### config.mk
export PLATFORM = sky130hd
export DESIGN_NAME = i2cmc_top
export DESIGN_NICKNAME = d
export VERILOG_FILES = /design/src/include/i2cmc_pkg.sv /design/src/rtl/i2cmc_reset_sync.sv /design/src/rtl/i2cmc_rate_counter.sv /design/src/rtl/i2cmc_top.sv
export SDC_FILE = /design/constraint.sdc
export NUM_CORES = 1
export LEC_CHECK = 0
export ABC_AREA = 1
export BUFFER_PORTS_ARGS = -buffer_cell sky130_fd_sc_hd__buf_2
export CAP_MARGIN = 20
export CORE_MARGIN = 5
export CORE_UTILIZATION = 52
export CTS_BUF_LIST = sky130_fd_sc_hd__clkbuf_16
export DETAILED_ROUTE_END_ITERATION = 8
export PLACE_DENSITY = 0.79
export SYNTH_ARGS = -nofsm -noshare
export SYNTH_HDL_FRONTEND = slang
export SYNTH_HIERARCHICAL = 1
export SYNTH_SLANG_ARGS = --single-unit
export TNS_END_PERCENT = 5
### constraint.sdc
create_clock -name i_sys_clk -period 3.22 [get_ports i_sys_clk]
set_input_delay 0.644 -clock i_sys_clk [delete_from_list [all_inputs] [get_ports i_sys_clk]]
set_output_delay 0.644 -clock i_sys_clk [all_outputs]
set_load 0.03 [all_outputs]
### src/include/i2cmc_pkg.sv
// Register map, field positions and state types of the I2C master controller.
package i2cmc_pkg;
   // ------------------------------------------------------------------
   // Register indices (byte address is four times the index)
   // ------------------------------------------------------------------
   localparam logic [7:0] IDX_GLOBAL_INTERRUPT_CONTROL = 8'h0b;
   localparam logic [7:0] IDX_PERIPHERAL_FLAGS_ONE = 8'h0c;
   localparam logic [7:0] IDX_PERIPHERAL_FLAGS_TWO = 8'h0d;
   localparam logic [7:0] IDX_SERIAL_BUFFER = 8'h13;
   localparam logic [7:0] IDX_SERIAL_CONTROL_ONE = 8'h14;
   localparam logic [7:0] IDX_PERIPHERAL_ENABLES_ONE = 8'h8c;
   localparam logic [7:0] IDX_PERIPHERAL_ENABLES_TWO = 8'h8d;
   localparam logic [7:0] IDX_SERIAL_CONTROL_TWO = 8'h91;
   localparam logic [7:0] IDX_SLAVE_ADDRESS_OR_BAUD_RELOAD = 8'h93;
   localparam logic [7:0] IDX_SERIAL_STATUS = 8'h94;
   localparam logic [7:0] REG_RESET = 8'h00;
   // ------------------------------------------------------------------
   // Field positions
   // ------------------------------------------------------------------
   localparam int GLOBAL_IRQ_ENABLE = 7;
   localparam int PERIPHERAL_IRQ_ENABLE = 6;
   localparam int SERIAL_IRQ_FLAG = 3;
   localparam int BUS_COLLISION_FLAG = 3;
   localparam logic [7:0] FLAGS_TWO_MASK = 8'h19;
   localparam int WRITE_COLLISION_FLAG = 7;
   localparam int RECEIVE_OVERFLOW_FLAG = 6;
   localparam int PORT_ENABLE = 5;
   localparam logic [3:0] MODE_MASTER = 4'h8;
   localparam int GENERAL_CALL_ENABLE = 7;
   localparam int ACK_STATUS = 6;
   localparam int ACK_DATA_VALUE = 5;
   localparam int ACK_SEQUENCE_ENABLE = 4;
   localparam int RECEIVE_ENABLE = 3;
   localparam int STOP_ENABLE = 2;
   localparam int REPEATED_START_ENABLE = 1;
   localparam int START_ENABLE = 0;
   localparam logic [7:0] CONTROL_TWO_CMD_MASK = 8'h1f;
   localparam int STOP_DETECTED = 4;
   localparam int START_DETECTED = 3;
   localparam int BUFFER_FULL = 0;
   localparam logic [3:0] LAST_DATA_BIT = 4'h7;
   localparam logic [3:0] ACK_BIT = 4'h8;
   // ------------------------------------------------------------------
   // State types
   // ------------------------------------------------------------------
   typedef enum logic [3:0] {
      ST_IDLE, ST_START_WAIT, ST_START_HOLD, ST_RS_LOW, ST_RS_RISE, ST_RS_HIGH,
      ST_RS_HOLD, ST_SH_LOW, ST_SH_RISE, ST_SH_HIGH, ST_SP_LOW, ST_SP_RISE,
      ST_SP_HIGH, ST_SP_DONE
   } i2cmc_state_e;
   typedef enum logic [1:0] {K_TX, K_RX, K_ACK} i2cmc_kind_e;
endpackage : i2cmc_pkg

### src/rtl/i2cmc_reset_sync.sv
// Two-stage release synchroniser for the asynchronous active-low reset.
`timescale 1ns/1ps
module i2cmc_reset_sync (
   input wire logic i_sys_clk,
   input wire logic i_rstn,
   output logic o_rst_n
);
   typedef struct packed {
      logic s1;
      logic s2;
   } i2cmc_rsync_s;
   i2cmc_rsync_s r;
   i2cmc_rsync_s n;
   always_comb begin
      n.s1 = 1'b1;
      n.s2 = r.s1;
   end
   always_ff @(posedge i_sys_clk or negedge i_rstn) begin
      if (!i_rstn) begin
         r <= '0;
      end else begin
         r <= n;
      end
   end
   assign o_rst_n = r.s2;
endmodule : i2cmc_reset_sync

### src/rtl/i2cmc_rate_counter.sv
// Reloadable down counter that times one bit-rate period and then halts.
`timescale 1ns/1ps
module i2cmc_rate_counter #(
   parameter int W = 7
) (
   input wire logic i_sys_clk,
   input wire logic i_rst_n,
   input wire logic i_load,
   input wire logic [W-1:0] i_reload,
   output logic o_expired
);
   typedef struct packed {
      logic [W-1:0] cnt;
      logic run;
      logic exp;
   } i2cmc_rate_s;
   i2cmc_rate_s r;
   i2cmc_rate_s n;
   always_comb begin
      n = r;
      n.exp = 1'b0;
      if (i_load) begin
         n.cnt = i_reload;
         n.run = 1'b1;
      end else if (r.run) begin
         if (r.cnt == '0) begin
            n.run = 1'b0;
            n.exp = 1'b1;
         end else begin
            n.cnt = r.cnt - 1'b1;
         end
      end
   end
   always_ff @(posedge i_sys_clk or negedge i_rst_n) begin
      if (!i_rst_n) begin
         r <= '0;
      end else begin
         r <= n;
      end
   end
   assign o_expired = r.exp;
endmodule : i2cmc_rate_counter

### src/rtl/i2cmc_top.sv
// I2C master controller with Avalon-MM register slave and open-drain bus pins.
// Functional notes
// - Reset or port disable aborts any transfer and releases both lines.
// - Start and stop detected bits clear on reset and while disabled.
// - Interrupt flag sets on start, stop, byte, ack sent, repeated start.
// - Stop seen on a busy bus raises the interrupt flag.
// - Sensed SDA low while the device releases it sets bus collision.
// - Collision checked in address, data, start, repeated start, ack.
// - Buffer write while busy is dropped and sets write collision.
// - Hardware makes every clock pulse and all start and stop conditions.
// - Repeated start keeps the bus; stop releases it.
// - Transmit sends eight bits then samples the slave acknowledge.
// - Receive shifts in eight bits; acknowledge sent on request.
// - Bit period reload comes from the low seven address bits.
// - Counter starts on buffer write, stops after ack with SCL held.
// - Start completion sets the flag after the hold period.
// - Slave acknowledge is stored in the ack status bit.
// - Flag sets at the end of the ninth clock of each transmitted byte, the eighth of each received byte.
// - Stop enable makes a stop; flag set once it completes.
// - Counter counts down to zero then halts until reloaded.
// - Lines low at start, or SCL low early, abort start with collision.
// - Start enable self-clears after the second timeout, SDA held low.
//
// Added by the designer: the Avalon-MM register port.
`timescale 1ns/1ps
module i2cmc_top
   import i2cmc_pkg::*;
#(
   parameter int ADDR_W = 10
) (
   input wire logic i_sys_clk,
   input wire logic i_rstn,
   input wire logic [ADDR_W-1:0] i_avs_address,
   input wire logic i_avs_read,
   input wire logic i_avs_write,
   input wire logic [31:0] i_avs_writedata,
   input wire logic [3:0] i_avs_byteenable,
   output logic [31:0] o_avs_readdata,
   output logic o_avs_waitrequest,
   input wire logic i_scl,
   output logic o_scl,
   output logic o_scl_oe,
   input wire logic i_sda,
   output logic o_sda,
   output logic o_sda_oe,
   output logic o_irq
);
   typedef struct packed {
      i2cmc_state_e st;
      i2cmc_kind_e kind;
      logic [3:0] cnt;
      logic [7:0] shf;
      logic [7:0] rxb;
      logic scl_oe;
      logic sda_oe;
      logic [7:0] gic;
      logic [7:0] pf1;
      logic [7:0] pf2;
      logic [7:0] pe1;
      logic [7:0] pe2;
      logic [7:0] c1;
      logic [7:0] c2;
      logic [7:0] adr;
      logic [1:0] stc;
      logic s_det;
      logic p_det;
      logic full;
      logic sda_q;
      logic scl_q;
      logic waitreq;
      logic [7:0] rdat;
      logic irq;
   } i2cmc_regs_s;

   i2cmc_regs_s r;
   i2cmc_regs_s n;
   logic rst_n;
   logic done;
   logic load;
   logic bcl;
   logic req;
   logic wr_go;
   logic rd_go;
   logic en_mst;
   logic [7:0] idx;
   logic [7:0] wd;

   // Level the device intends on SDA in the current bit; one means released.
   function automatic logic want_level(input i2cmc_kind_e k, input logic [3:0] c,
                                       input logic [7:0] s, input logic ackv);
      logic v;
      v = 1'b1;
      if (k == K_TX && c <= LAST_DATA_BIT) begin
         v = s[7];
      end else if (k == K_ACK) begin
         v = ackv;
      end
      return v;
   endfunction : want_level

   i2cmc_reset_sync u_rst (
      .i_sys_clk(i_sys_clk),
      .i_rstn(i_rstn),
      .o_rst_n(rst_n)
   );

   i2cmc_rate_counter #(.W(7)) u_rate (
      .i_sys_clk(i_sys_clk),
      .i_rst_n(rst_n),
      .i_load(load),
      .i_reload(r.adr[6:0]),
      .o_expired(done)
   );

   assign req = i_avs_read || i_avs_write;
   assign idx = i_avs_address[9:2];
   assign wd = i_avs_writedata[7:0];
   assign wr_go = i_avs_write && !r.waitreq && i_avs_byteenable[0];
   assign rd_go = i_avs_read && !r.waitreq;
   assign en_mst = r.c1[PORT_ENABLE] && (r.c1[3:0] == MODE_MASTER);

   always_comb begin
      n = r;
      load = 1'b0;
      bcl = 1'b0;
      // ------------------------------------------------------------------
      // Register slave: one wait cycle, read data captured with the answer
      // ------------------------------------------------------------------
      n.waitreq = !(req && r.waitreq);
      if (req && r.waitreq) begin
         case (idx)
            IDX_GLOBAL_INTERRUPT_CONTROL: n.rdat = r.gic;
            IDX_PERIPHERAL_FLAGS_ONE: n.rdat = r.pf1;
            IDX_PERIPHERAL_FLAGS_TWO: n.rdat = r.pf2;
            IDX_SERIAL_BUFFER: n.rdat = r.rxb;
            IDX_SERIAL_CONTROL_ONE: n.rdat = r.c1;
            IDX_PERIPHERAL_ENABLES_ONE: n.rdat = r.pe1;
            IDX_PERIPHERAL_ENABLES_TWO: n.rdat = r.pe2;
            IDX_SERIAL_CONTROL_TWO: n.rdat = r.c2;
            IDX_SLAVE_ADDRESS_OR_BAUD_RELOAD: n.rdat = r.adr;
            IDX_SERIAL_STATUS: n.rdat = {r.stc, 1'b0, r.p_det, r.s_det, 2'b00, r.full};
            default: n.rdat = 8'h00;
         endcase
      end
      if (rd_go && idx == IDX_SERIAL_BUFFER && r.st == ST_IDLE) begin
         n.full = 1'b0;
      end
      if (wr_go) begin
         case (idx)
            IDX_GLOBAL_INTERRUPT_CONTROL: n.gic = wd;
            IDX_PERIPHERAL_FLAGS_ONE: n.pf1 = wd;
            IDX_PERIPHERAL_FLAGS_TWO: n.pf2 = wd & FLAGS_TWO_MASK;
            IDX_PERIPHERAL_ENABLES_ONE: n.pe1 = wd;
            IDX_PERIPHERAL_ENABLES_TWO: n.pe2 = wd & FLAGS_TWO_MASK;
            IDX_SERIAL_CONTROL_ONE: n.c1 = wd;
            IDX_SLAVE_ADDRESS_OR_BAUD_RELOAD: n.adr = wd;
            IDX_SERIAL_STATUS: n.stc = wd[7:6];
            IDX_SERIAL_BUFFER: begin
               if (en_mst && r.st == ST_IDLE) begin
                  n.shf = wd;
                  n.full = 1'b1;
                  n.kind = K_TX;
                  n.cnt = 4'h0;
                  n.scl_oe = 1'b1;
                  load = 1'b1;
                  n.st = ST_SH_LOW;
               end else begin
                  n.c1[WRITE_COLLISION_FLAG] = 1'b1;
               end
            end
            IDX_SERIAL_CONTROL_TWO: begin
               n.c2[GENERAL_CALL_ENABLE] = wd[7];
               n.c2[ACK_DATA_VALUE] = wd[5];
               // Commands are only taken from idle, and only the first by priority.
               if (en_mst && r.st == ST_IDLE) begin
                  if (wd[START_ENABLE]) begin
                     n.c2[START_ENABLE] = 1'b1;
                     if (!i_sda || !i_scl) begin
                        bcl = 1'b1;
                     end else begin
                        load = 1'b1;
                        n.st = ST_START_WAIT;
                     end
                  end else if (wd[REPEATED_START_ENABLE]) begin
                     n.c2[REPEATED_START_ENABLE] = 1'b1;
                     n.scl_oe = 1'b1;
                     n.sda_oe = 1'b0;
                     load = 1'b1;
                     n.st = ST_RS_LOW;
                  end else if (wd[STOP_ENABLE]) begin
                     n.c2[STOP_ENABLE] = 1'b1;
                     n.scl_oe = 1'b1;
                     n.sda_oe = 1'b1;
                     load = 1'b1;
                     n.st = ST_SP_LOW;
                  end else if (wd[RECEIVE_ENABLE]) begin
                     n.c2[RECEIVE_ENABLE] = 1'b1;
                     n.kind = K_RX;
                     n.cnt = 4'h0;
                     n.scl_oe = 1'b1;
                     load = 1'b1;
                     n.st = ST_SH_LOW;
                  end else if (wd[ACK_SEQUENCE_ENABLE]) begin
                     n.c2[ACK_SEQUENCE_ENABLE] = 1'b1;
                     n.kind = K_ACK;
                     n.cnt = ACK_BIT;
                     n.scl_oe = 1'b1;
                     load = 1'b1;
                     n.st = ST_SH_LOW;
                  end
               end
            end
            default: begin
            end
         endcase
      end
      // ------------------------------------------------------------------
      // Bus sequencer; every wait below is one bit-rate period, except the rise states, which wait for SCL high
      // ------------------------------------------------------------------
      case (r.st)
         ST_START_WAIT: begin
            if (!i_scl || !i_sda) begin
               bcl = 1'b1;
            end else if (done) begin
               n.sda_oe = 1'b1;
               load = 1'b1;
               n.st = ST_START_HOLD;
            end
         end
         ST_START_HOLD: begin
            if (done) begin
               n.c2[START_ENABLE] = 1'b0;
               n.pf1[SERIAL_IRQ_FLAG] = 1'b1;
               n.st = ST_IDLE;
            end
         end
         ST_RS_LOW: begin
            if (done) begin
               if (!i_sda) begin
                  bcl = 1'b1;
               end else begin
                  n.scl_oe = 1'b0;
                  n.st = ST_RS_RISE;
               end
            end
         end
         ST_RS_RISE: begin
            if (i_scl) begin
               load = 1'b1;
               n.st = ST_RS_HIGH;
            end
         end
         ST_RS_HIGH: begin
            if (!i_sda || !i_scl) begin
               bcl = 1'b1;
            end else if (done) begin
               n.sda_oe = 1'b1;
               load = 1'b1;
               n.st = ST_RS_HOLD;
            end
         end
         ST_RS_HOLD: begin
            if (done) begin
               // The bus stays owned: SDA is left low with SCL high.
               n.c2[REPEATED_START_ENABLE] = 1'b0;
               n.pf1[SERIAL_IRQ_FLAG] = 1'b1;
               n.st = ST_IDLE;
            end
         end
         ST_SH_LOW: begin
            n.sda_oe = !want_level(r.kind, r.cnt, r.shf, r.c2[ACK_DATA_VALUE]);
            if (done) begin
               n.scl_oe = 1'b0;
               n.st = ST_SH_RISE;
            end
         end
         ST_SH_RISE: begin
            // A slave stretching SCL holds us here; the period starts on release.
            if (i_scl) begin
               load = 1'b1;
               n.st = ST_SH_HIGH;
            end
         end
         ST_SH_HIGH: begin
            if (done) begin
               if (want_level(r.kind, r.cnt, r.shf, r.c2[ACK_DATA_VALUE]) && !i_sda
                   && r.kind != K_RX && !(r.kind == K_TX && r.cnt == ACK_BIT)) begin
                  bcl = 1'b1;
               end else begin
                  n.scl_oe = 1'b1;
                  if (r.kind == K_TX) begin
                     n.shf = {r.shf[6:0], 1'b0};
                  end else if (r.kind == K_RX) begin
                     n.shf = {r.shf[6:0], i_sda};
                  end
                  if (r.kind == K_TX && r.cnt == LAST_DATA_BIT) begin
                     n.full = 1'b0;
                  end
                  if (r.kind == K_TX && r.cnt == ACK_BIT) begin
                     n.c2[ACK_STATUS] = i_sda;
                     n.pf1[SERIAL_IRQ_FLAG] = 1'b1;
                     n.st = ST_IDLE;
                  end else if (r.kind == K_RX && r.cnt == LAST_DATA_BIT) begin
                     n.rxb = {r.shf[6:0], i_sda};
                     // Built on the next value so a software clear in this cycle is kept.
                     n.c1[RECEIVE_OVERFLOW_FLAG] = n.c1[RECEIVE_OVERFLOW_FLAG] | r.full;
                     n.full = 1'b1;
                     n.c2[RECEIVE_ENABLE] = 1'b0;
                     n.pf1[SERIAL_IRQ_FLAG] = 1'b1;
                     n.st = ST_IDLE;
                  end else if (r.kind == K_ACK) begin
                     n.c2[ACK_SEQUENCE_ENABLE] = 1'b0;
                     n.sda_oe = 1'b0;
                     n.pf1[SERIAL_IRQ_FLAG] = 1'b1;
                     n.st = ST_IDLE;
                  end else begin
                     n.cnt = r.cnt + 4'h1;
                     load = 1'b1;
                     n.st = ST_SH_LOW;
                  end
               end
            end
         end
         ST_SP_LOW: begin
            if (done) begin
               n.scl_oe = 1'b0;
               n.st = ST_SP_RISE;
            end
         end
         ST_SP_RISE: begin
            if (i_scl) begin
               load = 1'b1;
               n.st = ST_SP_HIGH;
            end
         end
         ST_SP_HIGH: begin
            if (done) begin
               n.sda_oe = 1'b0;
               load = 1'b1;
               n.st = ST_SP_DONE;
            end
         end
         ST_SP_DONE: begin
            if (done) begin
               n.c2[STOP_ENABLE] = 1'b0;
               n.pf1[SERIAL_IRQ_FLAG] = 1'b1;
               n.st = ST_IDLE;
            end
         end
         default: begin
         end
      endcase
      if (bcl) begin
         n.pf2[BUS_COLLISION_FLAG] = 1'b1;
         n.c2 = n.c2 & ~CONTROL_TWO_CMD_MASK;
         n.scl_oe = 1'b0;
         n.sda_oe = 1'b0;
         n.full = 1'b0;
         n.st = ST_IDLE;
      end
      // ------------------------------------------------------------------
      // Bus monitor for start and stop seen on the wires
      // ------------------------------------------------------------------
      n.sda_q = i_sda;
      n.scl_q = i_scl;
      if (r.scl_q && i_scl && r.sda_q && !i_sda) begin
         n.s_det = 1'b1;
         n.p_det = 1'b0;
      end
      if (r.scl_q && i_scl && !r.sda_q && i_sda) begin
         n.p_det = 1'b1;
         n.s_det = 1'b0;
         if (r.s_det) begin
            n.pf1[SERIAL_IRQ_FLAG] = 1'b1;
         end
      end
      if (!r.c1[PORT_ENABLE]) begin
         n.s_det = 1'b0;
         n.p_det = 1'b0;
         n.st = ST_IDLE;
         n.scl_oe = 1'b0;
         n.sda_oe = 1'b0;
         n.c2 = n.c2 & ~CONTROL_TWO_CMD_MASK;
      end
      n.irq = r.gic[GLOBAL_IRQ_ENABLE] && r.gic[PERIPHERAL_IRQ_ENABLE]
              && ((r.pf1[SERIAL_IRQ_FLAG] && r.pe1[SERIAL_IRQ_FLAG])
              || (r.pf2[BUS_COLLISION_FLAG] && r.pe2[BUS_COLLISION_FLAG]));
   end

   always_ff @(posedge i_sys_clk or negedge rst_n) begin
      if (!rst_n) begin
         r <= '0;
         r.waitreq <= 1'b1;
         r.sda_q <= 1'b1;
         r.scl_q <= 1'b1;
      end else begin
         r <= n;
      end
   end

   assign o_avs_readdata = {24'h00_0000, r.rdat};
   assign o_avs_waitrequest = r.waitreq;
   assign o_scl = 1'b0;
   assign o_sda = 1'b0;
   assign o_scl_oe = r.scl_oe;
   assign o_sda_oe = r.sda_oe;
   assign o_irq = r.irq;
endmodule : i2cmc_top

==> summary.md, run 1 <==
| Metric | Value |
|---|---|
| Critical path endpoint category | `flop` |
| Final WL | `16700 um` |
| P&R area growth vs syn | `7.18%` |
| Initial antenna violation count | `0` |
| Hold Buf Count CTS | `0` |
| Fmax | `0.392 GHz` |
| Biggest area consumer among synthesized cells | `dfrtp_1` |
| Top Metal Used | `met4` |
| Pwr dens | `between 500 and 600 nW/um2` |
| Worst hold slack | `0.0509 ns` |
| Clock skew | `about 0.011 ns` |
| Post-DP HPWL | `12600 um` |
| Nets | `932` |
| Maximum VDD drop | `between 0.2 and 0.25 mV` |
| Sequential share of the synthesized area | `0.431` |
| Post-route insts no fill | `around 1000` |
| Initial Util | `0.532` |
| Most common cell in the netlist | `nand2_1` |
| Final Critical Period | `2.55 ns` |
| DRC | `0` |
| GPL Wtd Cong | `0.965` |
| TritonCTS clock tree | `built` |
| Max clock buf depth | `2` |
| Post-CTS Setup Inserts | `0` |
| Placed cells | `1013` |
| GRT Resource Usage Total | `0.236` |
| Die H | `about 120 um` |
| Status | `complete, no violations` |
| Via density | `5.50` |
| CTS Buf Count | `9` |
| Post-route worst setup slack | `0.671 ns` |
| Grt total ovfl | `0` |
| Buffers on Ports | `34` |
| Placeable Area | `12000 um2` |
| Post-CTS Resized | `0` |
| Max Cap Viol | `0` |
| RSZ-0062 raised after global routing | `no` |
| Cell variety after synth | `49` |
| Routed length per instance | `16.2 um` |
| Dominant synthesized flop cell | `dfrtp_1` |
| Sequence of cells on the critical path | `inv_2 -> nor2_4 -> inv_2 -> nor2_4 -> inv_2 -> nor2_4 -> inv_1 -> nor2_1 -> nand2_2 -> inv_1 -> nor2_1 -> nand4_1 -> buf_4 -> inv_4 -> nand2_2 -> inv_1 -> nand3_1 -> nand2_1 -> nand2_2 -> o21ai_2` |
| Vias in the first global route | `around 5400` |
| Reg area | `about 2800 um2` |
| # IOs | `90` |
| First-pass GRT wire length | `27000 um` |
| Die X-Extent | `roughly 120 um` |
| Crit path largest cell delay | `0.49 ns` |
| Slew HR | `0.531` |
| Final hold violation count | `0` |
| Dpl cell area | `6560 um2` |
| Leak | `about 3.5 nW` |
| CTS clk-pin slew, worst paths | `~0.07 ns` |
| Synth top cells by count | `nand2_1 (220), dfrtp_1 (107), inv_1 (98)` |
| Met2 routed WL | `a little under 8000 um` |
| 1st-pass router iterations | `5` |
| Clk Latency, worst-skew pair | `0.37 ns` |
| DRT met1 WL | `7110 um` |
| Startpoint class of the critical path | `flop` |
| Syn. warnings | `6` |
| Final number of max-transition violations | `0` |
| Crit share post-route | `0.792` |
| Min-delay worst type | `in -> async` |
| Worst Path Max Fanout | `8` |
| Asr flop ratio synth | `1.00` |
| Largest cells by area after synthesis | `dfrtp_1 (42%), nand2_1 (13%), o21ai_0 (6.3%)` |
| Req. time, crit path | `around 3.5 ns` |
| Post-Syn Area per Cell | `7.51 um2` |
| Syn Inst Count | `851` |
| Routed met3 length | `1080 um` |
| Number of DRC markers in iteration 0 | `401` |
| Routed Antenna Nets | `0` |
| Fill cell count | `1088` |
| Setup violators final | `0` |
| Total Power | `3.70 mW` |
| Antenna cells | `0` |
| Final setup TNS | `0 ns` |
| H-tree Lvls | `3` |
| Core Rows | `40` |
| Post-route cell area | `6850 um2` |
| Placement Setup Slack | `0.477 ns` |
| CTS sink cnt | `110` |
| DR vias | `5657` |
| Worst EP arrival | `2.80 ns` |
| Worst-Margin Slew | `0.704 ns` |
| Number of synthesized flops with an enable pin | `0` |
| WP buf/inv | `8` |
| Final core utilization | `0.571` |
| Clock tree root driver cell | `clkbuf_16` |
| Setup CP Type | `reg -> reg` |
| Area occupied by multi-input gates | `2950 um2` |
| Die Area | `14600 um2` |
| Netlist Area Pre-Place | `6390 um2` |
| Layout cell share with drive strength beyond 1 | `0.141` |
| Top cell type's share of synthesized area | `0.419` |
| Largest net degree at the start of global routing | `57` |
| Crit-path leading delay family | `simple AND/OR/NAND/NOR gates` |
| Yosys reg bits | `110` |
| Slowest cell on the critical path | `dfrtp_1` |
[layer usage]
metal  global-route usage  vias to the layer above
met5                    0                        -
met4                0.101                        0
met3               0.0494                       50
met2                0.379                      231
met1                0.310                     2638
li1                     -                     2738
[state kept, by name, indices dropped and copies added (netlist names)]
signal,count
u_rate/r,8
u_rst/n,1
r,87
o_scl_oe,1
u_rate/o_expired,1
o_avs_readdata,8
o_irq,1
o_sda_oe,1
o_avs_waitrequest,1
u_rst/o_rst_n,1
[path summary, 6_finish.rpt]
check,start,slack (ns),to,depth (start not counted)
max,r[108],0.67,u_rate/r[6],20
min,i_rstn,0.05,u_rst/o_rst_n,1
max reg2reg,r[108],0.67,u_rate/r[6],20
min reg2reg,u_rst/n[0],0.35,u_rst/o_rst_n,0
max in group asynchronous,u_rst/o_rst_n,2.05,o_avs_waitrequest,1
min in group i_sys_clk,u_rst/n[0],0.35,u_rst/o_rst_n,0
[report_power, final]
| group | switching, mW | internal, mW |
|---|---|---|
| Clock | 0.532 | 0.606 |
| Sequential | 0.105 | 1.48 |
| Combinational | 0.670 | 0.306 |
[cell usage in the layout, fill, tap and decap left out, types with 4 or more instances in the layout]
master     netlist  routed
o21ai_1         28      28
a21oi_1         15      15
nand2_1        220     220
nor2_1          76      76
buf_2            6      34
o22ai_1          7       7
a211oi_1         4       4
nand2_2         13      13
nand4_1          7       7
nand3_2          5       5
conb_1           2      27
o21ai_0         80      80
nor3_1           9       9
dfrtp_1        107     106
o31ai_1          5       5
nor2_4           9       9
nand3_1         45      45
inv_1           98      98
buf_4           35       5
clkbuf_16        0       9
o211ai_1         7       7
inv_2           13      13
nor2_2           8       8
[logic make-up (layout without fill, tap and decap cells)]
| logic type | count (synthesis) | in the layout | synth area share |
|---|---|---|---|
| XOR/XNOR | 2 | 2 | 0.00274 |
| other | 2 | 27 | 0.00117 |
| AO/OA/AOI/OAI | 164 | 164 | 0.147 |
| flip-flops | 110 | 110 | 0.431 |
| buffers and inverters | 164 | 170 | 0.123 |
| adder cells (fa/ha/maj) | 3 | 3 | 0.00587 |
| AND/OR/NAND/NOR | 406 | 406 | 0.289 |
[cell type report]
class	instances	area share
well taps	147	0.0268
clock buffers	9	0.0329
multi-input cells	602	0.430
repair buffers	40	0.0332
inverters	114	0.0635
clock inverters	7	0.0108
flip-flops and latches	110	0.403
Note: power is estimated with default switching activity, not from simulation.
==> run 2: changes to the inputs <==
- CORE_UTILIZATION: 52 -> 58
- PLACE_DENSITY: 0.79 -> 0.84
- clock period: 3.22 -> 2.37 ns (I/O delays scaled with it)
==> run 2 against run 1 <==
Net effect: combinational power rose by 53%; final cell count rose by 2.5%; via count rose by 4.6%; clock skew decreased by 0.0013 ns; clock power up 23%; wire length up 2.7%; setup slack got worse by 0.52 ns; fmax up 15%; largest cell class unchanged.
==> summary.md, run 2 (synthesis gave the netlist of run 1 again) <==
| Metric | Value |
|---|---|
| Status | `complete, no violations (unchanged)` |
| DR vias | `5918 (was 5657)` |
| Total Power | `5.02 mW (was 3.70 mW)` |
| Final hold violation count | `0 (unchanged)` |
| Most frequent cells in the layout | `nand2_1 (220), dfrtp_1 (105), inv_1 (97) (was nand2_1 (220), dfrtp_1 (106), inv_1 (98))` |
| Placement Setup Slack | `0.0750 ns (was 0.477 ns)` |
| Post-route worst setup slack | `0.147 ns (was 0.671 ns)` |
| Placed cells | `1034 (was 1013)` |
| Seq pwr share | `0.425 (was 0.429)` |
| Worst Path Max Fanout | `9 (was 8)` |
| Layout cell share with drive strength beyond 1 | `0.173 (was 0.141)` |
| Grt total ovfl | `0 (unchanged)` |
| Max Cap Viol | `0 (unchanged)` |
| Combinational Power Share | `0.296 (was 0.264)` |
| First-pass GRT wire length | `27900 um (was 27000 um)` |
| Req. time, crit path | `2.61 ns (was 3.47 ns)` |
| Initial Util | `0.590 (was 0.532)` |
| Final number of max-transition violations | `0 (unchanged)` |
| GPL Wtd Cong | `0.979 (was 0.965)` |
| Post-route insts no fill | `1055 (was 1029)` |
| Switching Power | `1.79 mW (was 1.31 mW)` |
| Via density | `5.61 (was 5.50)` |
| Startpoint class of the critical path | `flop (unchanged)` |
| Routed length per instance | `16.2 um (about the same)` |
| H-tree Lvls | `3 (unchanged)` |
| RSZ-0062 raised after global routing | `no (unchanged)` |
| Pwr dens | `708 nW/um2 (was 540 nW/um2)` |
| Nets | `966 (was 932)` |
| Largest reg by FF count | `r (unchanged)` |
| Final setup TNS | `0 ns (unchanged)` |
| Internal power | `3.23 mW (was 2.40 mW)` |
| Final WL | `17100 um (was 16700 um)` |
| Clock tree root driver cell | `clkbuf_16 (unchanged)` |
| Crit share post-route | `0.938 (was 0.792)` |
| Fmax | `0.450 GHz (was 0.392 GHz)` |
| TritonCTS clock tree | `built (unchanged)` |
| Die H | `115 um (was 121 um)` |
| Initial antenna violation count | `0 (unchanged)` |
| # IOs | `90 (unchanged)` |
| Worst EP arrival | `2.46 ns (was 2.80 ns)` |
| Clk Latency, worst-skew pair | `0.35 ns (was 0.37 ns)` |
| Critical path endpoint category | `flop (unchanged)` |
| Post-DP HPWL | `13000 um (was 12600 um)` |
| Antenna cells | `0 (unchanged)` |
| Max FFs per register | `87 (unchanged)` |
| Share of power burned in the clock network | `0.279 (was 0.307)` |
| Crit path largest cell delay | `0.41 ns (was 0.49 ns)` |
| Final Critical Period | `2.22 ns (was 2.55 ns)` |
| Slowest cell on the critical path | `dfrtp_1 (unchanged)` |
| Die Area | `13200 um2 (was 14600 um2)` |
| Setup CP Type | `reg -> reg (unchanged)` |
| CTS clk-pin slew, worst paths | `0.08 ns (was 0.07 ns)` |
| Sequence of cells on the critical path | `buf_4 -> buf_4 -> nand2_1 -> nor2_1 -> nor2_1 -> nand2_1 -> a22oi_1 -> nand4_1 -> buf_4 -> inv_4 -> nand3_2 -> nand2_4 -> inv_6 -> nand2_1 -> o21ai_2 (was inv_2 -> nor2_4 -> inv_2 -> nor2_4 -> inv_2 -> nor2_4 -> inv_1 -> nor2_1 -> nand2_2 -> inv_1 -> nor2_1 -> nand4_1 -> buf_4 -> inv_4 -> nand2_2 -> inv_1 -> nand3_1 -> nand2_1 -> nand2_2 -> o21ai_2)` |
| Maximum VDD drop | `0.528 mV (was 0.231 mV)` |
| Placeable Area | `10800 um2 (was 12000 um2)` |
| Buffers on Ports | `34 (unchanged)` |
| GRT Resource Usage Total | `0.268 (was 0.236)` |
| Vias in the first global route | `5642 (was 5447)` |
| Slew HR | `0.577 (was 0.531)` |
| Min-delay worst type | `in -> reg (was in -> async)` |
| Setup violators final | `0 (unchanged)` |
| Net Sw Frac | `0.357 (was 0.353)` |
| 1st-pass router iterations | `7 (was 5)` |
| Worst-Margin Slew | `0.635 ns (was 0.704 ns)` |
| Number of DRC markers in iteration 0 | `529 (was 401)` |
| Die X-Extent | `115 um (was 121 um)` |
| Largest net degree at the start of global routing | `49 (was 57)` |
| DRC | `0 (unchanged)` |
| Most common cell after layout, fill and taps aside | `nand2_1 (unchanged)` |
| Clock skew | `0.00975 ns (was 0.0111 ns)` |
| Max clock buf depth | `2 (unchanged)` |
| CTS Buf Count | `9 (unchanged)` |
| Leak | `3.60 nW (was 3.45 nW)` |
| Core Rows | `38 (was 40)` |
| Routed Antenna Nets | `0 (unchanged)` |
| CTS sink cnt | `110 (unchanged)` |
| P&R area growth vs syn | `10.8% (was 7.18%)` |
-- run 2: power by group through the flow --
stage | Sequential [mW] | Clock [mW] | Combinational (mW)
6_report | 2.13 | 1.40 | 1.49
5_1_grt | 2.15 | 1.49 | 1.66
4_1_cts | 2.13 | 1.41 | 1.42
3_5_place_dp | 2.16 | 0 | 1.41
3_3_place_gp | 2.16 | 0 | 1.39
2_1_floorplan | 2.17 | 0 | 1.07
-- run 2: worst max-delay path: cells and delay by family, from the launching register on --
kind                   cells  cell delay (ns)
and+or+nand+nor            8             0.85
buffers and inverters      5             0.59
AOI/OAI and AO/OA          2             0.28
DFF                        1             0.41
-- run 2: path summary, 6_finish.rpt --
path | slack [ns] | cells after the start | end | from
setup / recovery | 0.15 | 15 | u_rate/r[3] | r[105]
hold / removal | 0.26 | 1 | r[11] | i_sda
setup reg to reg | 0.15 | 15 | u_rate/r[3] | r[105]
hold reg to reg | 0.35 | 0 | u_rst/o_rst_n | u_rst/n[0]
max in group asynchronous | 1.30 | 1 | r[106] | u_rst/o_rst_n
min in group asynchronous | 0.37 | 0 | o_irq | u_rst/o_rst_n
-- run 2: metal layers --
| metal | global-route usage | routed length [um] | vias up | share of wire |
|---|---|---|---|---|
| met3 | 0.0484 | 1510 | 54 | 0.088 |
| met1 | 0.351 | 6750 | 2730 | 0.39 |
| li1 | - | - | 2812 | - |
| met5 | 0 | 0 | - | 0 |
| met4 | 0.115 | 688 | 0 | 0.040 |
| met2 | 0.438 | 8150 | 322 | 0.48 |
-- run 2: through the flow --
step	area [um2]	hold WS, ns	utilization
after global placement	6760	0.259	0.623
after CTS	7030	0.257	0.648
after detailed placement	6760	0.261	0.623
after floorplan	6490	0.178	-
final	7090	0.261	0.654
after global routing	7090	0.267	0.654
-- run 2: cell type report --
cell class	count	area, um2
clock buffers	9	225
repair buffers	74	489
flip-flops and latches	110	2760
fillers	916	3750
multi-input cells	602	2960
inverters	114	435
well taps	140	175
clock inverters	6	37.5
-- run 2: repair_timing --
action | CTS | global route
resized for setup | 0 | 8
endpoints found under the setup margin | 0 | 7
buffers inserted | 0 | 5
hold buffers | 1 | 0
endpoints found under the hold margin | 2 | 0
